===== config.mk =====
export PLATFORM = sky130hd
export DESIGN_NAME = fmsp_serial_port
export DESIGN_NICKNAME = d
export VERILOG_FILES = /design/src/rtl/fmsp_pkg.sv /design/src/rtl/fmsp_rate_if.sv /design/src/rtl/fmsp_serial_port.sv /design/src/rtl/fmsp_rate_gen.sv
export VERILOG_INCLUDE_DIRS = /design/src /design/src/rtl
export SDC_FILE = /design/constraint.sdc
export NUM_CORES = 1
export LEC_CHECK = 0
export ABC_AREA = 1
export BUFFER_PORTS_ARGS = -buffer_cell sky130_fd_sc_hd__buf_2
export CORE_AREA = 2 2 157 120
export DETAILED_ROUTE_END_ITERATION = 10
export DIE_AREA = 0 0 159 122
export MAX_ROUTING_LAYER = met4
export SYNTH_ARGS = -nofsm -noshare
export SYNTH_HDL_FRONTEND = slang
export SYNTH_SLANG_ARGS = --single-unit

===== constraint.sdc =====
create_clock -name clock_i -period 3.4 [get_ports clock_i]
set_input_delay 0.68 -clock clock_i [delete_from_list [all_inputs] [get_ports clock_i]]
set_output_delay 0.68 -clock clock_i [all_outputs]
set_load 0.03 [all_outputs]

===== src/rtl/fmsp_consts.svh =====
// Constants of the four mode serial port
// How it works
// - One buffer address: writes load transmitter, reads return receive buffer.
// - Mode 0 shifts eight bits LSB first on rxd, clock on txd.
// - Mode 0 shift rate is clock/12, or clock/4 with rate flag set.
// - Mode 0 data leads falling clock 1 or 3 clocks; low 2 or 6.
// - Mode 0 transmit sets transmit-done after the last bit.
// - Mode 0 receive starts if enabled and receive-done clear; samples rising.
// - After eighth rising edge set receive-done; halt until software clears.
// - Mode 1 frame: start 0, eight data LSB first, stop 1 to ninth flag.
// - Mode 1 bit rate is timer overflow rate /16 or /32.
// - Async transmit waits for divide-by-16 rollovers, one bit per rollover.
// - Transmit-done at rollover ten (mode 1) or eleven (modes 2, 3).
// - Receive line watched at 16x rate; falling edge resets counter.
// - Each async bit is a majority of samples at states 7, 8, 9.
// - A start bit voted one aborts reception and resumes edge search.
// - Frame stored only if receive-done clear and multiproc flag rule passes.
// - Edge search resumes in the middle of the stop bit.
// - Mode 2 frame adds transmit ninth bit; received ninth bit stored.
// - Mode 2 bit rate is clock /16 or /32 by rate doubling bit.
// - Mode 3 equals mode 2 but runs from timer overflows.
// - Missing stop bit sets sticky frame error; only software clears it.
// - Control bit 7 reaches frame error or mode high bit by select.
`ifndef FMSP_CONSTS_SVH
`define FMSP_CONSTS_SVH
`define FMSP_BIT_MODE_HI 7
`define FMSP_BIT_MODE_LO 6
`define FMSP_BIT_MPR 5
`define FMSP_BIT_REN 4
`define FMSP_BIT_TB8 3
`define FMSP_BIT_RB8 2
`define FMSP_BIT_TI 1
`define FMSP_BIT_RI 0
`define FMSP_CTRL_RST 8'h00
`define FMSP_BUF_RST 8'h00
`define FMSP_M0_PER_SLOW 4'hc
`define FMSP_M0_FALL_SLOW 4'h3
`define FMSP_M0_LOW_SLOW 4'h6
`define FMSP_M0_PER_FAST 4'h4
`define FMSP_M0_FALL_FAST 4'h1
`define FMSP_M0_LOW_FAST 4'h2
`define FMSP_M0_LAST_BIT 4'h7
`define FMSP_DIV_LAST 4'hf
`define FMSP_SMP_A 4'h7
`define FMSP_SMP_B 4'h8
`define FMSP_SMP_C 4'h9
`define FMSP_LAST_M1 4'h9
`define FMSP_LAST_M23 4'ha
`endif


===== src/rtl/fmsp_pkg.sv =====
// Types of the four mode serial port
package fmsp_pkg;
	typedef enum logic [1:0] {
		fmsp_mode_sync,
		fmsp_mode_10,
		fmsp_mode_11f,
		fmsp_mode_11t
	} fmsp_mode_t;
	typedef enum logic [1:0] {sync_idle, sync_tx, sync_rx} fmsp_sync_st_t;
	typedef enum logic {rx_hunt, rx_frame} fmsp_rx_st_t;
endpackage


===== src/rtl/fmsp_rate_if.sv =====
// Rate signals between port core and rate generator
`timescale 1ns/1ps
interface fmsp_rate_if;
	fmsp_pkg::fmsp_mode_t mode;
	logic fast;
	logic rate_double_bit;
	logic ovf;
	logic run0;
	logic tick;
	logic ph_out;
	logic ph_low;
	logic ph_rise;
	logic ph_end;
	modport gen(input mode, fast, rate_double_bit, ovf, run0,
		output tick, ph_out, ph_low, ph_rise, ph_end);
	modport core(output mode, fast, rate_double_bit, ovf, run0,
		input tick, ph_out, ph_low, ph_rise, ph_end);
endinterface


===== src/rtl/fmsp_serial_port.sv =====
// Four mode serial port core
`timescale 1ns/1ps
`include "fmsp_consts.svh"
module fmsp_serial_port (
	input wire logic clock_i,
	input wire logic rst_n_i,
	input wire logic buf_wr_i,
	input wire logic [7:0] buf_wdata_i,
	output logic [7:0] buf_rdata_o,
	input wire logic ctrl_wr_i,
	input wire logic [7:0] ctrl_wdata_i,
	output logic [7:0] ctrl_rdata_o,
	input wire logic rate_double_bit_i,
	input wire logic frame_error_access_select_i,
	input wire logic timer_ovf_i,
	input wire logic rxd_i,
	output logic rxd_o,
	output logic rxd_oe_o,
	output logic txd_o
);
	logic rst_q1;
	logic rst_n;
	logic rx_s1;
	logic rx_s2;
	logic rx_s3;
	logic rx_lvl;
	logic mode_select_high;
	logic mode_select_low;
	logic multiproc_rate_flag;
	logic receive_enable;
	logic transmit_ninth_bit;
	logic receive_ninth_bit;
	logic transmit_done_flag;
	logic receive_done_flag;
	logic frame_error_flag;
	logic [7:0] serial_buffer;
	fmsp_pkg::fmsp_sync_st_t sy_st;
	logic [7:0] sy_sh;
	logic [3:0] sy_cnt;
	logic sy_data;
	logic [3:0] tx_div;
	logic tx_busy;
	logic [10:0] tx_sh;
	logic [3:0] tx_cnt;
	logic tx_line;
	fmsp_pkg::fmsp_rx_st_t rx_st;
	logic [3:0] rx_div;
	logic [3:0] rx_cnt;
	logic [8:0] rx_sh;
	logic [1:0] smp;
	logic rx_prev;
	logic txd_q;
	fmsp_rate_if rif();

	fmsp_rate_gen u_rate (
		.clock_i(clock_i),
		.rst_n_i(rst_n),
		.rif(rif)
	);

	// Mode field decode
	wire fmsp_pkg::fmsp_mode_t mode =
		fmsp_pkg::fmsp_mode_t'({mode_select_high, mode_select_low});
	wire is_sync = (mode == fmsp_pkg::fmsp_mode_sync);
	wire is_m1 = (mode == fmsp_pkg::fmsp_mode_10);
	wire fe_sel = frame_error_access_select_i;
	assign rif.mode = mode;
	assign rif.fast = multiproc_rate_flag;
	assign rif.rate_double_bit = rate_double_bit_i;
	assign rif.ovf = timer_ovf_i;
	assign rif.run0 = (sy_st != fmsp_pkg::sync_idle);

	// Software access decode
	wire ctrl_hi_wr = ctrl_wr_i & ~fe_sel;
	wire fe_wr = ctrl_wr_i & fe_sel;
	wire bit7_rd = fe_sel ? frame_error_flag : mode_select_high;
	assign ctrl_rdata_o = {bit7_rd, mode_select_low, multiproc_rate_flag,
		receive_enable, transmit_ninth_bit, receive_ninth_bit,
		transmit_done_flag, receive_done_flag};
	assign buf_rdata_o = serial_buffer;

	// Synchronous mode decode
	wire sy_idle = (sy_st == fmsp_pkg::sync_idle);
	wire sy_start_tx = sy_idle & is_sync & buf_wr_i;
	wire sy_start_rx = sy_idle & is_sync & ~buf_wr_i & receive_enable &
		~receive_done_flag;
	wire sy_last = (sy_cnt == `FMSP_M0_LAST_BIT);
	wire sy_ti = (sy_st == fmsp_pkg::sync_tx) & rif.ph_end & sy_last;
	wire sy_ri = (sy_st == fmsp_pkg::sync_rx) & rif.ph_end & sy_last;

	// Asynchronous transmit decode
	wire tx_load = buf_wr_i & ~is_sync;
	wire tx_roll = rif.tick & (tx_div == `FMSP_DIV_LAST);
	wire [3:0] tx_last = is_m1 ? `FMSP_LAST_M1 : `FMSP_LAST_M23;
	wire tx_step = tx_roll & tx_busy & ~tx_load;
	wire tx_ti = tx_step & (tx_cnt == tx_last);
	wire [10:0] tx_frame = is_m1 ?
		{2'b11, buf_wdata_i, 1'b0} :
		{1'b1, transmit_ninth_bit, buf_wdata_i, 1'b0};

	// Asynchronous receive decode
	wire fall_det = rif.tick & rx_prev & ~rx_lvl;
	wire rx_start = (rx_st == fmsp_pkg::rx_hunt) & ~is_sync &
		receive_enable & fall_det;
	wire in_frame = (rx_st == fmsp_pkg::rx_frame);
	wire rx_vote_now = in_frame & rif.tick & (rx_div == `FMSP_SMP_C);
	wire vote = (smp[0] & smp[1]) | (smp[0] & rx_lvl) |
		(smp[1] & rx_lvl);
	wire [3:0] rx_last = is_m1 ? `FMSP_LAST_M1 : `FMSP_LAST_M23;
	wire bad_start = rx_vote_now & (rx_cnt == 4'h0) & vote;
	wire rx_end = rx_vote_now & (rx_cnt == rx_last);
	wire [7:0] rx_data = is_m1 ? rx_sh[8:1] : rx_sh[7:0];
	wire rx_nine = is_m1 ? vote : rx_sh[8];
	wire rx_keep = ~receive_done_flag &
		(~multiproc_rate_flag | rx_nine);
	wire rx_store = rx_end & rx_keep;
	wire fe_set = rx_end & ~vote;
	wire next_txd = is_sync ? ~rif.ph_low : tx_line;

	// Reset release, kept apart from the pin logic
	always_ff @(posedge clock_i or negedge rst_n_i) begin
		if (!rst_n_i) begin
			rst_q1 <= 1'b0;
			rst_n <= 1'b0;
		end else begin
			rst_q1 <= 1'b1;
			rst_n <= rst_q1;
		end
	end

	// Three stage pin capture; a change counts once stages agree
	always_ff @(posedge clock_i or negedge rst_n) begin
		if (!rst_n) begin
			rx_s1 <= 1'b1;
			rx_s2 <= 1'b1;
			rx_s3 <= 1'b1;
			rx_lvl <= 1'b1;
		end else begin
			rx_s1 <= rxd_i;
			rx_s2 <= rx_s1;
			rx_s3 <= rx_s2;
			if (rx_s2 == rx_s3)
				rx_lvl <= rx_s3;
		end
	end

	// Control bits written by software
	always_ff @(posedge clock_i or negedge rst_n) begin
		if (!rst_n) begin
			{mode_select_high, mode_select_low, multiproc_rate_flag,
				receive_enable, transmit_ninth_bit} <= 5'h00;
		end else if (ctrl_wr_i) begin
			if (ctrl_hi_wr)
				mode_select_high <= ctrl_wdata_i[`FMSP_BIT_MODE_HI];
			mode_select_low <= ctrl_wdata_i[`FMSP_BIT_MODE_LO];
			multiproc_rate_flag <= ctrl_wdata_i[`FMSP_BIT_MPR];
			receive_enable <= ctrl_wdata_i[`FMSP_BIT_REN];
			transmit_ninth_bit <= ctrl_wdata_i[`FMSP_BIT_TB8];
		end
	end

	// Flags: a hardware set beats a software write in the same cycle
	always_ff @(posedge clock_i or negedge rst_n) begin
		if (!rst_n) begin
			transmit_done_flag <= 1'b0;
			receive_done_flag <= 1'b0;
			frame_error_flag <= 1'b0;
			receive_ninth_bit <= 1'b0;
		end else begin
			if (sy_ti | tx_ti)
				transmit_done_flag <= 1'b1;
			else if (ctrl_wr_i)
				transmit_done_flag <= ctrl_wdata_i[`FMSP_BIT_TI];
			if (sy_ri | rx_store)
				receive_done_flag <= 1'b1;
			else if (ctrl_wr_i)
				receive_done_flag <= ctrl_wdata_i[`FMSP_BIT_RI];
			if (fe_set)
				frame_error_flag <= 1'b1;
			else if (fe_wr)
				frame_error_flag <= ctrl_wdata_i[`FMSP_BIT_MODE_HI];
			if (rx_store)
				receive_ninth_bit <= rx_nine;
			else if (ctrl_wr_i)
				receive_ninth_bit <= ctrl_wdata_i[`FMSP_BIT_RB8];
		end
	end

	// Receive buffer, read back by software
	always_ff @(posedge clock_i or negedge rst_n) begin
		if (!rst_n)
			serial_buffer <= `FMSP_BUF_RST;
		else if (sy_ri)
			serial_buffer <= sy_sh;
		else if (rx_store)
			serial_buffer <= rx_data;
	end

	// Mode 0 shifter; half duplex, so one sequencer serves both ways
	always_ff @(posedge clock_i or negedge rst_n) begin
		if (!rst_n) begin
			sy_st <= fmsp_pkg::sync_idle;
			sy_sh <= 8'h00;
			sy_cnt <= 4'h0;
			sy_data <= 1'b1;
		end else begin
			unique case (sy_st)
				fmsp_pkg::sync_idle: begin
					sy_cnt <= 4'h0;
					if (sy_start_tx) begin
						sy_sh <= buf_wdata_i;
						sy_st <= fmsp_pkg::sync_tx;
					end else if (sy_start_rx) begin
						sy_st <= fmsp_pkg::sync_rx;
					end
				end
				fmsp_pkg::sync_tx: begin
					if (rif.ph_out)
						sy_data <= sy_sh[0];
					if (rif.ph_end) begin
						sy_sh <= {1'b0, sy_sh[7:1]};
						sy_cnt <= sy_cnt + 4'h1;
						if (sy_last)
							sy_st <= fmsp_pkg::sync_idle;
					end
				end
				fmsp_pkg::sync_rx: begin
					if (rif.ph_rise)
						sy_sh <= {rx_lvl, sy_sh[7:1]};
					if (rif.ph_end) begin
						sy_cnt <= sy_cnt + 4'h1;
						if (sy_last)
							sy_st <= fmsp_pkg::sync_idle;
					end
				end
			endcase
		end
	end

	// Transmit divider runs free so frames align to its rollovers
	always_ff @(posedge clock_i or negedge rst_n) begin
		if (!rst_n) begin
			tx_div <= 4'h0;
			tx_busy <= 1'b0;
			tx_sh <= 11'h7ff;
			tx_cnt <= 4'h0;
			tx_line <= 1'b1;
		end else begin
			if (rif.tick)
				tx_div <= tx_div + 4'h1;
			if (tx_load) begin
				tx_sh <= tx_frame;
				tx_cnt <= 4'h0;
				tx_busy <= 1'b1;
			end else if (tx_step) begin
				tx_line <= tx_sh[0];
				tx_sh <= {1'b1, tx_sh[10:1]};
				tx_cnt <= tx_cnt + 4'h1;
				if (tx_cnt == tx_last)
					tx_busy <= 1'b0;
			end
		end
	end

	// Asynchronous receiver
	always_ff @(posedge clock_i or negedge rst_n) begin
		if (!rst_n) begin
			rx_st <= fmsp_pkg::rx_hunt;
			rx_div <= 4'h0;
			rx_cnt <= 4'h0;
			rx_sh <= 9'h000;
			smp <= 2'b11;
			rx_prev <= 1'b1;
		end else begin
			if (rif.tick)
				rx_prev <= rx_lvl;
			if (rx_start) begin
				rx_st <= fmsp_pkg::rx_frame;
				rx_div <= 4'h0;
				rx_cnt <= 4'h0;
			end else if (in_frame && rif.tick) begin
				rx_div <= rx_div + 4'h1;
				if (rx_div == `FMSP_SMP_A)
					smp[0] <= rx_lvl;
				if (rx_div == `FMSP_SMP_B)
					smp[1] <= rx_lvl;
				if (bad_start || rx_end) begin
					rx_st <= fmsp_pkg::rx_hunt;
				end else if (rx_vote_now) begin
					if (rx_cnt != 4'h0)
						rx_sh <= {vote, rx_sh[8:1]};
					rx_cnt <= rx_cnt + 4'h1;
				end
			end
		end
	end

	// Pin outputs from flops; shift clock and data share one cycle of lag
	always_ff @(posedge clock_i or negedge rst_n) begin
		if (!rst_n)
			txd_q <= 1'b1;
		else
			txd_q <= next_txd;
	end
	assign txd_o = txd_q;
	assign rxd_o = sy_data;
	assign rxd_oe_o = (sy_st == fmsp_pkg::sync_tx);
endmodule // fmsp_serial_port


===== src/rtl/fmsp_rate_gen.sv =====
// Mode 0 shift phase and 16x asynchronous tick generator
`timescale 1ns/1ps
`include "fmsp_consts.svh"
module fmsp_rate_gen (
	input wire logic clock_i,
	input wire logic rst_n_i,
	fmsp_rate_if.gen rif
);
	logic [3:0] phase;
	logic clk_half;
	logic ovf_half;
	wire [3:0] per = rif.fast ? `FMSP_M0_PER_FAST : `FMSP_M0_PER_SLOW;
	wire [3:0] fall = rif.fast ? `FMSP_M0_FALL_FAST : `FMSP_M0_FALL_SLOW;
	wire [3:0] low = rif.fast ? `FMSP_M0_LOW_FAST : `FMSP_M0_LOW_SLOW;
	wire [3:0] rise = fall + low;
	wire ovf_tick = rif.rate_double_bit ? rif.ovf : (rif.ovf & ovf_half);
	wire osc_tick = rif.rate_double_bit | clk_half;
	assign rif.ph_out = rif.run0 && (phase == 4'h0);
	assign rif.ph_low = rif.run0 && (phase >= fall) && (phase < rise);
	assign rif.ph_rise = rif.run0 && (phase == rise);
	assign rif.ph_end = rif.run0 && (phase == per - 4'h1);
	// Timer modes share one source, fixed mode uses the clock
	assign rif.tick = (rif.mode == fmsp_pkg::fmsp_mode_11f) ? osc_tick :
		(rif.mode == fmsp_pkg::fmsp_mode_sync) ? 1'b0 : ovf_tick;
	always_ff @(posedge clock_i or negedge rst_n_i) begin
		if (!rst_n_i) begin
			phase <= 4'h0;
			clk_half <= 1'b0;
			ovf_half <= 1'b0;
		end else begin
			clk_half <= ~clk_half;
			if (rif.ovf)
				ovf_half <= ~ovf_half;
			if (!rif.run0 || rif.ph_end)
				phase <= 4'h0;
			else
				phase <= phase + 4'h1;
		end
	end
endmodule // fmsp_rate_gen


==> metrics.txt, run 1 <==
Startpoint Class register; syn avg cell area 8.24 um^2; Top Metal Used met4; drt total wl around 11000 um; # DRC 0; DP Area 4820 um^2; fill cell instance count of the final layout between 1500 and 2000; final core occ 0.282; effective utilization at floorplan 0.243; kind of critical path register to register; Ys Warns 0; CTS tree built; PostCTS Resize Cnt 0; Die H about 120 um; VDD IR max 0.250 mV; Yosys reg bits 86; R2R cell count 10; core region area approximately 18000 um^2; highest clock rate about 440 MHz; # Post-CTS Setup Buffers 0; status finished clean; Final Slew Violations 0; post-layout min period about 2.3 ns; PortBufs 42; hold_ws 0.115 ns; endpoints failing hold 0; Syn Inst Count roughly 530; first-pass GRT wire length around 18000 um; Initial DRC Count about 220; DP Wirelength between 7000 and 8000 um; vias in the first global route roughly 3400; Syn Nets 574; ANT cells 0; sequential-to-total area share from yosys stat 0.495; CP endpoint kind register; setup_tns 0 ns; Finished Cell Area a little over 5000 um^2; wire length on met1 5770 um; # nets final a little over 600; Cell Pwr Density 681 nW/um^2; met3 wire len 439 um; Mapped Area around 4400 um^2; drt pass-1 iters 4; synth-to-layout area growth 16.0%; CTS root buf clkbuf_16; worst min-delay path category input port to asynchronous set/reset pin; Clk pin slew, worst setup/hold paths 0.06 ns; RSZ-0062 raised after global routing false; Site Rows 43; layout cells sized above 1 0.176; drt wl/cell 12.8 um; vias 3479; library cells used by synthesis 40; GP Congestion 0.800; Max-slew headroom 0.448; max-capacitance violation count 0; Max Root-Sink Buffers 2; clock latency on the worst-skew pair approximately 0.35 ns; H-tree levels 3; clk sink count 86; metal2 WL between 4000 and 5000 um; register area 2180 um^2; Multi-input gate area between 1500 and 2000 um^2; Die Wd ~160 um; Critical Path RT about 3.6 ns; Data arrival, critical path 2.51 ns; Clock Skews 0.0117 ns; Pleak approximately 2.5 nW; measured slew at the worst slew-check pin slightly above 0.8 ns; fin crit share 0.673; Total GRT Usage 0.119; initial antenna violation count 0; Setup violations, final 0; vias per cell between 4 and 5; Routed Antenna Nets 0; CTS Hold Bufs 0; pin count of the biggest net entering global routing 40; total CTS buffers 9; die area roughly 19000 um^2; dpl cells around 800; Crit Path Max Fanout 12; IO Pins 43; gr ovfl total 0; fin cells ~800
## critical path: stages (launching register included)
cell and delay (ns):
dfrtp_1 0.43, inv_2 0.16, nand2_1 0.32, nand2_1 0.23
nand3_1 0.11, nand2_1 0.07, inv_1 0.05, nand2_1 0.31
nand2_1 0.29, nand2_1 0.14, nand2_1 0.06
## power breakdown
group / internal, W / switching (W) / total [W]
logic: 0.000354 / 0.000681 / 0.00103
clock network: 0.000518 / 0.000436 / 0.000954
registers: 0.00129 / 0.000194 / 0.00149
total: 0.00217 / 0.00131 / 0.00348
## final timing paths
path                            slack [ns]                    startpoint                         end
min in group clock_i                  0.35              rst_q1$_DFF_PN0_             rst_n$_DFF_PN0_
max in group asynchronous             2.31               rst_n$_DFF_PN0_             txd_o$_DFF_PN1_
worst min register to register        0.30               rst_n$_DFF_PN0_  buf_rdata_o[6]$_DFFE_PN0P_
worst max-delay path                  1.11  mode_select_high$_DFFE_PN0P_  buf_rdata_o[2]$_DFFE_PN0P_
worst min-delay path                  0.12                       rst_n_i             rst_n$_DFF_PN0_
worst max register to register        1.11  mode_select_high$_DFFE_PN0P_  buf_rdata_o[2]$_DFFE_PN0P_
## flip-flops by register name (all words and copies together), names as in the netlist, 4 cells and up
signal        flops
rx_sh             9
rx_div            4
sy_sh             8
u_rate.phase      4
sy_cnt            4
rx_cnt            4
tx_sh            10
tx_div            4
buf_rdata_o       8
tx_cnt            4
## kinds of logic (layout without fill, tap and decap cells)
family,after synthesis,count (layout),share of synthesized area
XOR/XNOR,10,10,0.0199
buffers and inverters,77,117,0.0753
AND/OR/NAND/NOR,274,274,0.270
other,1,1,0.000852
AO/OA/AOI/OAI,68,68,0.0887
adder cells (fa/ha/maj),17,17,0.0478
multiplexers,1,1,0.00227
flip-flops,86,86,0.495
## through the flow
| stage | setup slack [ns] | total power (W) |
|---|---|---|
| global placement | 1.16 | 0.00252 |
| detailed placement | 1.17 | 0.00253 |
| global route | 0.879 | 0.00373 |
| finish | 1.11 | 0.00348 |
| CTS | 1.14 | 0.00350 |
| floorplan | 0.862 | 0.00228 |
## area by class of cell
type,count,area share
Multi-Input combinational cell,371,0.371
Timing Repair Buffer,44,0.0441
Tap cell,247,0.0605
Sequential cell,86,0.427
Clock buffer,10,0.0468
Clock inverter,6,0.00882
Inverter,57,0.0419
## cell usage after synthesis
cell type | count | area [um^2]
a211oi_1 | 1 | 7.51
conb_1 | 1 | 3.75
nor2_2 | 4 | 25.0
mux2i_1 | 1 | 10.0
nand3_1 | 41 | 205
o22ai_1 | 1 | 6.26
a21oi_1 | 11 | 55.1
nand3b_1 | 3 | 22.5
nor2_4 | 2 | 22.5
o211ai_1 | 2 | 15.0
nand4_2 | 1 | 12.5
nor4_1 | 1 | 6.26
nor3b_1 | 2 | 15.0
nor3_1 | 6 | 30.0
o21ai_0 | 35 | 175
nand2_1 | 170 | 638
xor2_1 | 6 | 52.6
o21bai_4 | 1 | 18.8
nand3_2 | 2 | 20.0
dfrtp_1 | 66 | 1650
nand2_2 | 3 | 18.8
a221oi_1 | 1 | 8.76
inv_2 | 4 | 15.0
nor2_1 | 34 | 128
o21ai_2 | 1 | 8.76
xnor2_1 | 4 | 35.0
maj3_1 | 1 | 10.0
buf_4 | 10 | 75.1
a31oi_1 | 1 | 6.26
or2_2 | 1 | 6.26
o31ai_1 | 6 | 45.0
dfstp_2 | 20 | 526
nand4_4 | 1 | 21.3
o21ai_1 | 7 | 35.0
ha_1 | 16 | 200
nand4_1 | 3 | 18.8
a41oi_1 | 1 | 8.76
buf_2 | 4 | 20.0
inv_1 | 53 | 199
clkbuf_1 | 6 | 22.5
## metal layers
metal | up-vias | GRT usage
met1 | 1649 | 0.171
met2 | 52 | 0.166
met3 | 7 | 0.0310
met5 | - | -
li1 | 1771 | -
met4 | 0 | 0.0256
## layout by cell type (no fill, tap or decap), types with 2 or more instances in the layout
| cell type | count |
|---|---|
| a21oi_1 | 11 |
| buf_2 | 42 |
| buf_4 | 2 |
| clkbuf_16 | 9 |
| clkinvlp_4 | 3 |
| dfrtp_1 | 65 |
| dfstp_2 | 20 |
| ha_1 | 16 |
| inv_1 | 53 |
| inv_2 | 4 |
| nand2_1 | 170 |
| nand2_2 | 3 |
| nand3_1 | 41 |
| nand3_2 | 2 |
| nand3b_1 | 3 |
| nand4_1 | 3 |
| nor2_1 | 34 |
| nor2_2 | 4 |
| nor2_4 | 2 |
| nor3_1 | 6 |
| nor3b_1 | 2 |
| o211ai_1 | 2 |
| o21ai_0 | 35 |
| o21ai_1 | 7 |
| o31ai_1 | 6 |
| xnor2_1 | 4 |
| xor2_1 | 6 |
(Power assumes the default switching activity.)
==> run 2: changes to the inputs <==
Clock period 3.4 ns to 2.4 ns, I/O delays scaled along.
==> run 2 against run 1 <==
  * Core utilization up 0.33 points
  * First-iteration DRC count decreased by 4.5%
  * Via count fell by 0.66%
==> metrics.txt, run 2 (synthesized netlist as in run 1, its figures left out) <==
ANT cells 0; number of flip-flops in the largest register 10; Crit Path Max Fanout 26; Final Slew Violations 0; Startpoint Class register; H-tree levels 3; status finished clean; drt pass-1 iters 4; highest clock rate between 400 and 500 MHz; Routed Antenna Nets 0; measured slew at the worst slew-check pin about 0.54 ns; layout cells sized above 1 0.184; Die Wd ~160 um; RSZ-0062 raised after global routing false; Data arrival, critical path ~2.4 ns; synth-to-layout area growth 17.3%; Finished Cell Area 5160 um^2; effective utilization at floorplan 0.243; PostCTS Resize Cnt 0; GP Congestion 0.804; clk sink count 86; CP delay by family, top simple AND/OR/NAND/NOR gates; Sw Ratio 0.375; final core occ 0.286; Clk pin slew, worst setup/hold paths ~0.060 ns; register area 2180 um^2; IO Pins 43; Internal between 0.003 and 0.004 W; drt wl/cell between 10 and 15 um; gr ovfl total 0; Pleak about 2.5 nW; # Post-CTS Setup Buffers 0; Max-slew headroom 0.642; die area about 19000 um^2; Largest regs tx_sh: 10 flops, rx_sh: 9 flops; vias per cell ~4.2; total CTS buffers 9; Setup violations, final 0; CTS Hold Bufs 1; Top reg by flops tx_sh; Total GRT Usage 0.120; Max Root-Sink Buffers 2; combinational power share 0.307; # DRC 0; vias in the first global route 3440; initial antenna violation count 0; Seq pwr share 0.428; most frequent cells in the layout nand2_1, dfrtp_1, inv_1; kind of critical path register to register; first-pass GRT wire length ~18000 um; commonest non-fill, non-tap cell in the layout nand2_1; CTS tree built; # nets final between 600 and 700; clock power share 0.266; Initial DRC Count approximately 210; PortBufs 42; fin crit share 0.883; CP max stage cell dfrtp_1; Multi-input gate area 1890 um^2; max-capacitance violation count 0; Critical Path RT roughly 2.7 ns; Site Rows 43; Die H ~120 um; Worst Path Buf+Inv 2; delay of the slowest critical-path stage roughly 0.44 ns; setup_tns 0 ns; Clock Skews 0.00701 ns; clock latency on the worst-skew pair ~0.35 ns; fin cells 828; pin count of the biggest net entering global routing 48; CP endpoint kind register; drt total wl approximately 10000 um; VDD IR max about 0.32 mV; vias between 3000 and 4000; fill cell instance count of the final layout around 1900; endpoints failing hold 0; post-layout min period between 2 and 2.5 ns; switching power 0.00185 W; most frequent CP cell nand2_1; DP Wirelength about 8000 um; Critical Path, Cell by Cell ha_1, inv_1, nor2_2, nand3_2, inv_2, nand4_4, nand2_1, nand2_1, nand2_1; worst min-delay path category input port to register; Cell Pwr Density around 960 nW/um^2; dpl cells between 800 and 900; DP Area 4880 um^2; CTS root buf clkbuf_16; core region area 18100 um^2
-- run 2: changes by cell type in the layout (fill, tap and decap cells not counted) --
cell / delta
buf_12: +1
dlygate4sd3_1: +1
buf_4: +5
clkinv_2: +1
clkbuf_8: -1
-- run 2: worst register-to-register path, cell delays in order, from the launching register on --
cell	delay, ns
dfrtp_1	0.44
ha_1	0.33
inv_1	0.05
nor2_2	0.14
nand3_2	0.15
inv_2	0.14
nand4_4	0.28
nand2_1	0.37
nand2_1	0.09
nand2_1	0.07
-- run 2: area by class of cell --
class	count	area share
multi-input cells	371	0.366
clock buffers	9	0.0436
flip-flops and latches	86	0.422
repair buffers	51	0.0567
well taps	247	0.0598
clock inverters	7	0.00969
inverters	57	0.0414
-- run 2: path summary, 6_finish.rpt --
check	slack [ns]	cells after the start	from	to
max in group asynchronous	1.39	1	rst_n$_DFF_PN0_	txd_o$_DFF_PN1_
max	0.28	9	multiproc_rate_flag$_DFFE_PN0P_	buf_rdata_o[5]$_DFFE_PN0P_
min	0.23	1	rxd_i	rx_s1$_DFF_PN1_
min in group asynchronous	0.31	0	rst_n$_DFF_PN0_	sy_sh[5]$_DFFE_PN0P_
max reg2reg	0.28	9	multiproc_rate_flag$_DFFE_PN0P_	buf_rdata_o[5]$_DFFE_PN0P_
min reg2reg	0.31	0	rst_n$_DFF_PN0_	sy_sh[5]$_DFFE_PN0P_
-- run 2: metrics by stage --
step | total power (W) | setup slack (ns) | hold WS (ns)
after floorplan | 0.00322 | 0.675 | 0.184
after CTS | 0.00499 | 0.291 | 0.225
after detailed placement | 0.00365 | 0.305 | 0.267
final | 0.00493 | 0.282 | 0.235
after global placement | 0.00362 | 0.386 | 0.269
after global routing | 0.00533 | 0.0308 | 0.223
-- run 2: power groups by stage --
stage | Clock, W | Combinational, W | Sequential [W]
floorplan | 0 | 0.00113 | 0.00209
global placement | 0 | 0.00150 | 0.00212
detailed placement | 0 | 0.00151 | 0.00213
CTS | 0.00135 | 0.00153 | 0.00211
global route | 0.00140 | 0.00177 | 0.00216
finish | 0.00131 | 0.00151 | 0.00211
-- run 2: layer usage --
layer  vias to the layer above  global-route usage  routed length, um  share of wire
li1                       1789                   -                  -              -
met1                      1580               0.172               5750           0.55
met2                        74               0.166               4020           0.38
met3                        13              0.0276                528          0.050
met4                         0              0.0375                180          0.017
met5                         -                   -                  0              0
==> run 3: changes to the inputs <==
Clock period 2.4 ns to 2.7 ns, I/O delays scaled along.
==> run 3 against run 2 <==
  * Sequential share of layout area rose by 0.28 points
  * Routed wire length rose by 2.3%
  * Largest power group unchanged
  * Power fell by 11%
  * Worst setup slack improved by 0.17 ns
  * Core utilization fell by 0.19 points
  * Critical endpoint is now sy_sh[5]$_DFFE_PN0P_
  * First-iteration DRC count rose by 61%
  * Critical path depth fell by 2
  * Cell area fell by 0.65%
  * Count of clock-buffer cells in the layout rose by 3
  * Cell count fell by 0.72%
==> metrics.txt, run 3 (synthesized netlist as in run 1, its figures left out) <==
status finished clean; number of flip-flops in the largest register 10; RSZ-0062 raised after global routing false; PostCTS Resize Cnt 0; hold_ws 0.299 ns; layout cells sized above 1 0.176; critical path endpoint sy_sh[5]$_DFFE_PN0P_; total CTS buffers 9; clk sink count 86; CTS root buf clkbuf_16; worst r2r src multiproc_rate_flag$_DFFE_PN0P_; DP Area between 4000 and 5000 um^2; post-layout min period approximately 2.2 ns; most frequent cells in the layout nand2_1, dfrtp_1, inv_1; Initial DRC Count 343; # nets final between 600 and 700; GP Congestion a little under 0.8; pin count of the biggest net entering global routing 49; fin crit share 0.832; Cell Pwr Density between 800 and 900 nW/um^2; CTS tree built; Top reg by flops tx_sh; highest clock rate 445 MHz; effective utilization at floorplan 0.243; Critical Path RT around 2.9 ns; drt pass-1 iters 5; gr ovfl total 0; Data arrival, critical path ~2.5 ns; Finished Cell Area 5130 um^2; Crit Path Max Fanout 16; Die H 122 um; drt total wl between 10000 and 15000 um; Largest regs tx_sh: 10 flops, rx_sh: 9 flops; ANT cells 0; kind of critical path register to register; CP max stage cell nand3_1; drt wl/cell roughly 13 um; Max-slew headroom 0.570; die area ~19000 um^2; CP endpoint kind register; delay of the slowest critical-path stage 0.45 ns; Pwr Total 0.00439 W; max-capacitance violation count 0; R2R cell count 7; Max Root-Sink Buffers 2; H-tree levels 3; DP Wirelength between 8000 and 9000 um; first-pass GRT wire length 17800 um; Setup violations, final 0; initial antenna violation count 0; critical path startpoint multiproc_rate_flag$_DFFE_PN0P_; R2R Setup Slk roughly 0.45 ns; Critical Path, Cell by Cell ha_1, inv_1, nor2_2, nand3_2, nand2_1, nand3_1, o31ai_1; vias per cell between 4 and 5; worst min-delay path category register to asynchronous set/reset pin; measured slew at the worst slew-check pin about 0.64 ns; synth-to-layout area growth 16.6%; # Post-CTS Setup Buffers 0; Pleak between 2 and 3 nW; vias 3551; Clock Skews roughly 0.0063 ns; # DRC 0; PortBufs 42; clock latency on the worst-skew pair 0.34 ns; Routed Antenna Nets 0; Total GRT Usage 0.121; Final Slew Violations 0; endpoints failing hold 0; CTS Hold Bufs 1; VDD IR max approximately 0.3 mV; Startpoint Class register; setup_tns 0 ns; RR Endpoint sy_sh[5]$_DFFE_PN0P_; Clk pin slew, worst setup/hold paths around 0.06 ns; Die Wd around 160 um; Site Rows 43; commonest non-fill, non-tap cell in the layout nand2_1; vias in the first global route ~3400; IO Pins 43; core region area around 18000 um^2
run 3: cell types whose count changed in the layout (fill, tap and decap cells not counted), sizes merged:
cell      previous run  this run
clkinv               3         4
clkinvlp             3         0
buf                 50        44
clkbuf               9        12
inv                 58        57
run 3: routing by layer:
metal  up-vias  part of all wire  wire length (um)  GRT usage
li1       1780                 -                 -          -
met1      1669              0.51              5510      0.167
met2        87              0.42              4450      0.174
met3        15             0.055               591     0.0317
met4         0             0.015               160     0.0352
met5         -                 0                 0          -
run 3: cell type report:
| type | instances | area [um^2] |
|---|---|---|
| clock buffer | 12 | 267 |
| clock inverter | 4 | 20.0 |
| fill | 1984 | 12900 |
| inverter | 57 | 214 |
| multi-input combinational | 371 | 1890 |
| sequential | 86 | 2180 |
| tap | 247 | 309 |
| timing repair buffer | 45 | 248 |
run 3: worst max-delay path, delay by kind of cell, from the launching register on:
kind | cells | cell delay (ns)
flip-flops | 1 | 0.44
adder cells (fa/ha/maj) | 1 | 0.32
AO/OA/AOI/OAI | 1 | 0.43
buffers and inverters | 1 | 0.05
AND/OR/NAND/NOR | 4 | 0.87
run 3: worst min path at each step:
stage | startpoint | endpoint | slack [ns] | depth (start not counted)
after global routing | rxd_i | rx_s1$_DFF_PN1_ | 0.29 | 1
after CTS | rxd_i | rx_s1$_DFF_PN1_ | 0.29 | 1
after global placement | rst_n$_DFF_PN0_ | sy_sh[5]$_DFFE_PN0P_ | 0.32 | 0
final | rst_n$_DFF_PN0_ | sy_sh[5]$_DFFE_PN0P_ | 0.30 | 0
after floorplan | rst_n_i | rst_n$_DFF_PN0_ | 0.24 | 0
after detailed placement | rst_n$_DFF_PN0_ | sy_sh[5]$_DFFE_PN0P_ | 0.32 | 0
run 3: per-stage QoR:
| step | std cells | setup slack, ns | utilization |
|---|---|---|---|
| 4_1_cts | 822 | 0.496 | 0.284 |
| 6_report | 822 | 0.454 | 0.284 |
| 3_3_place_gp | 805 | 0.538 | 0.267 |
| 2_1_floorplan | 534 | 0.162 | - |
| 5_1_grt | 822 | 0.257 | 0.284 |
| 3_5_place_dp | 805 | 0.523 | 0.267 |
run 3: where the power goes:
group | switching (W) | internal (W) | total, W
Sequential | 0.000246 | 0.00163 | 0.00188
Combinational | 0.000863 | 0.000449 | 0.00131
Clock | 0.000504 | 0.000692 | 0.00120
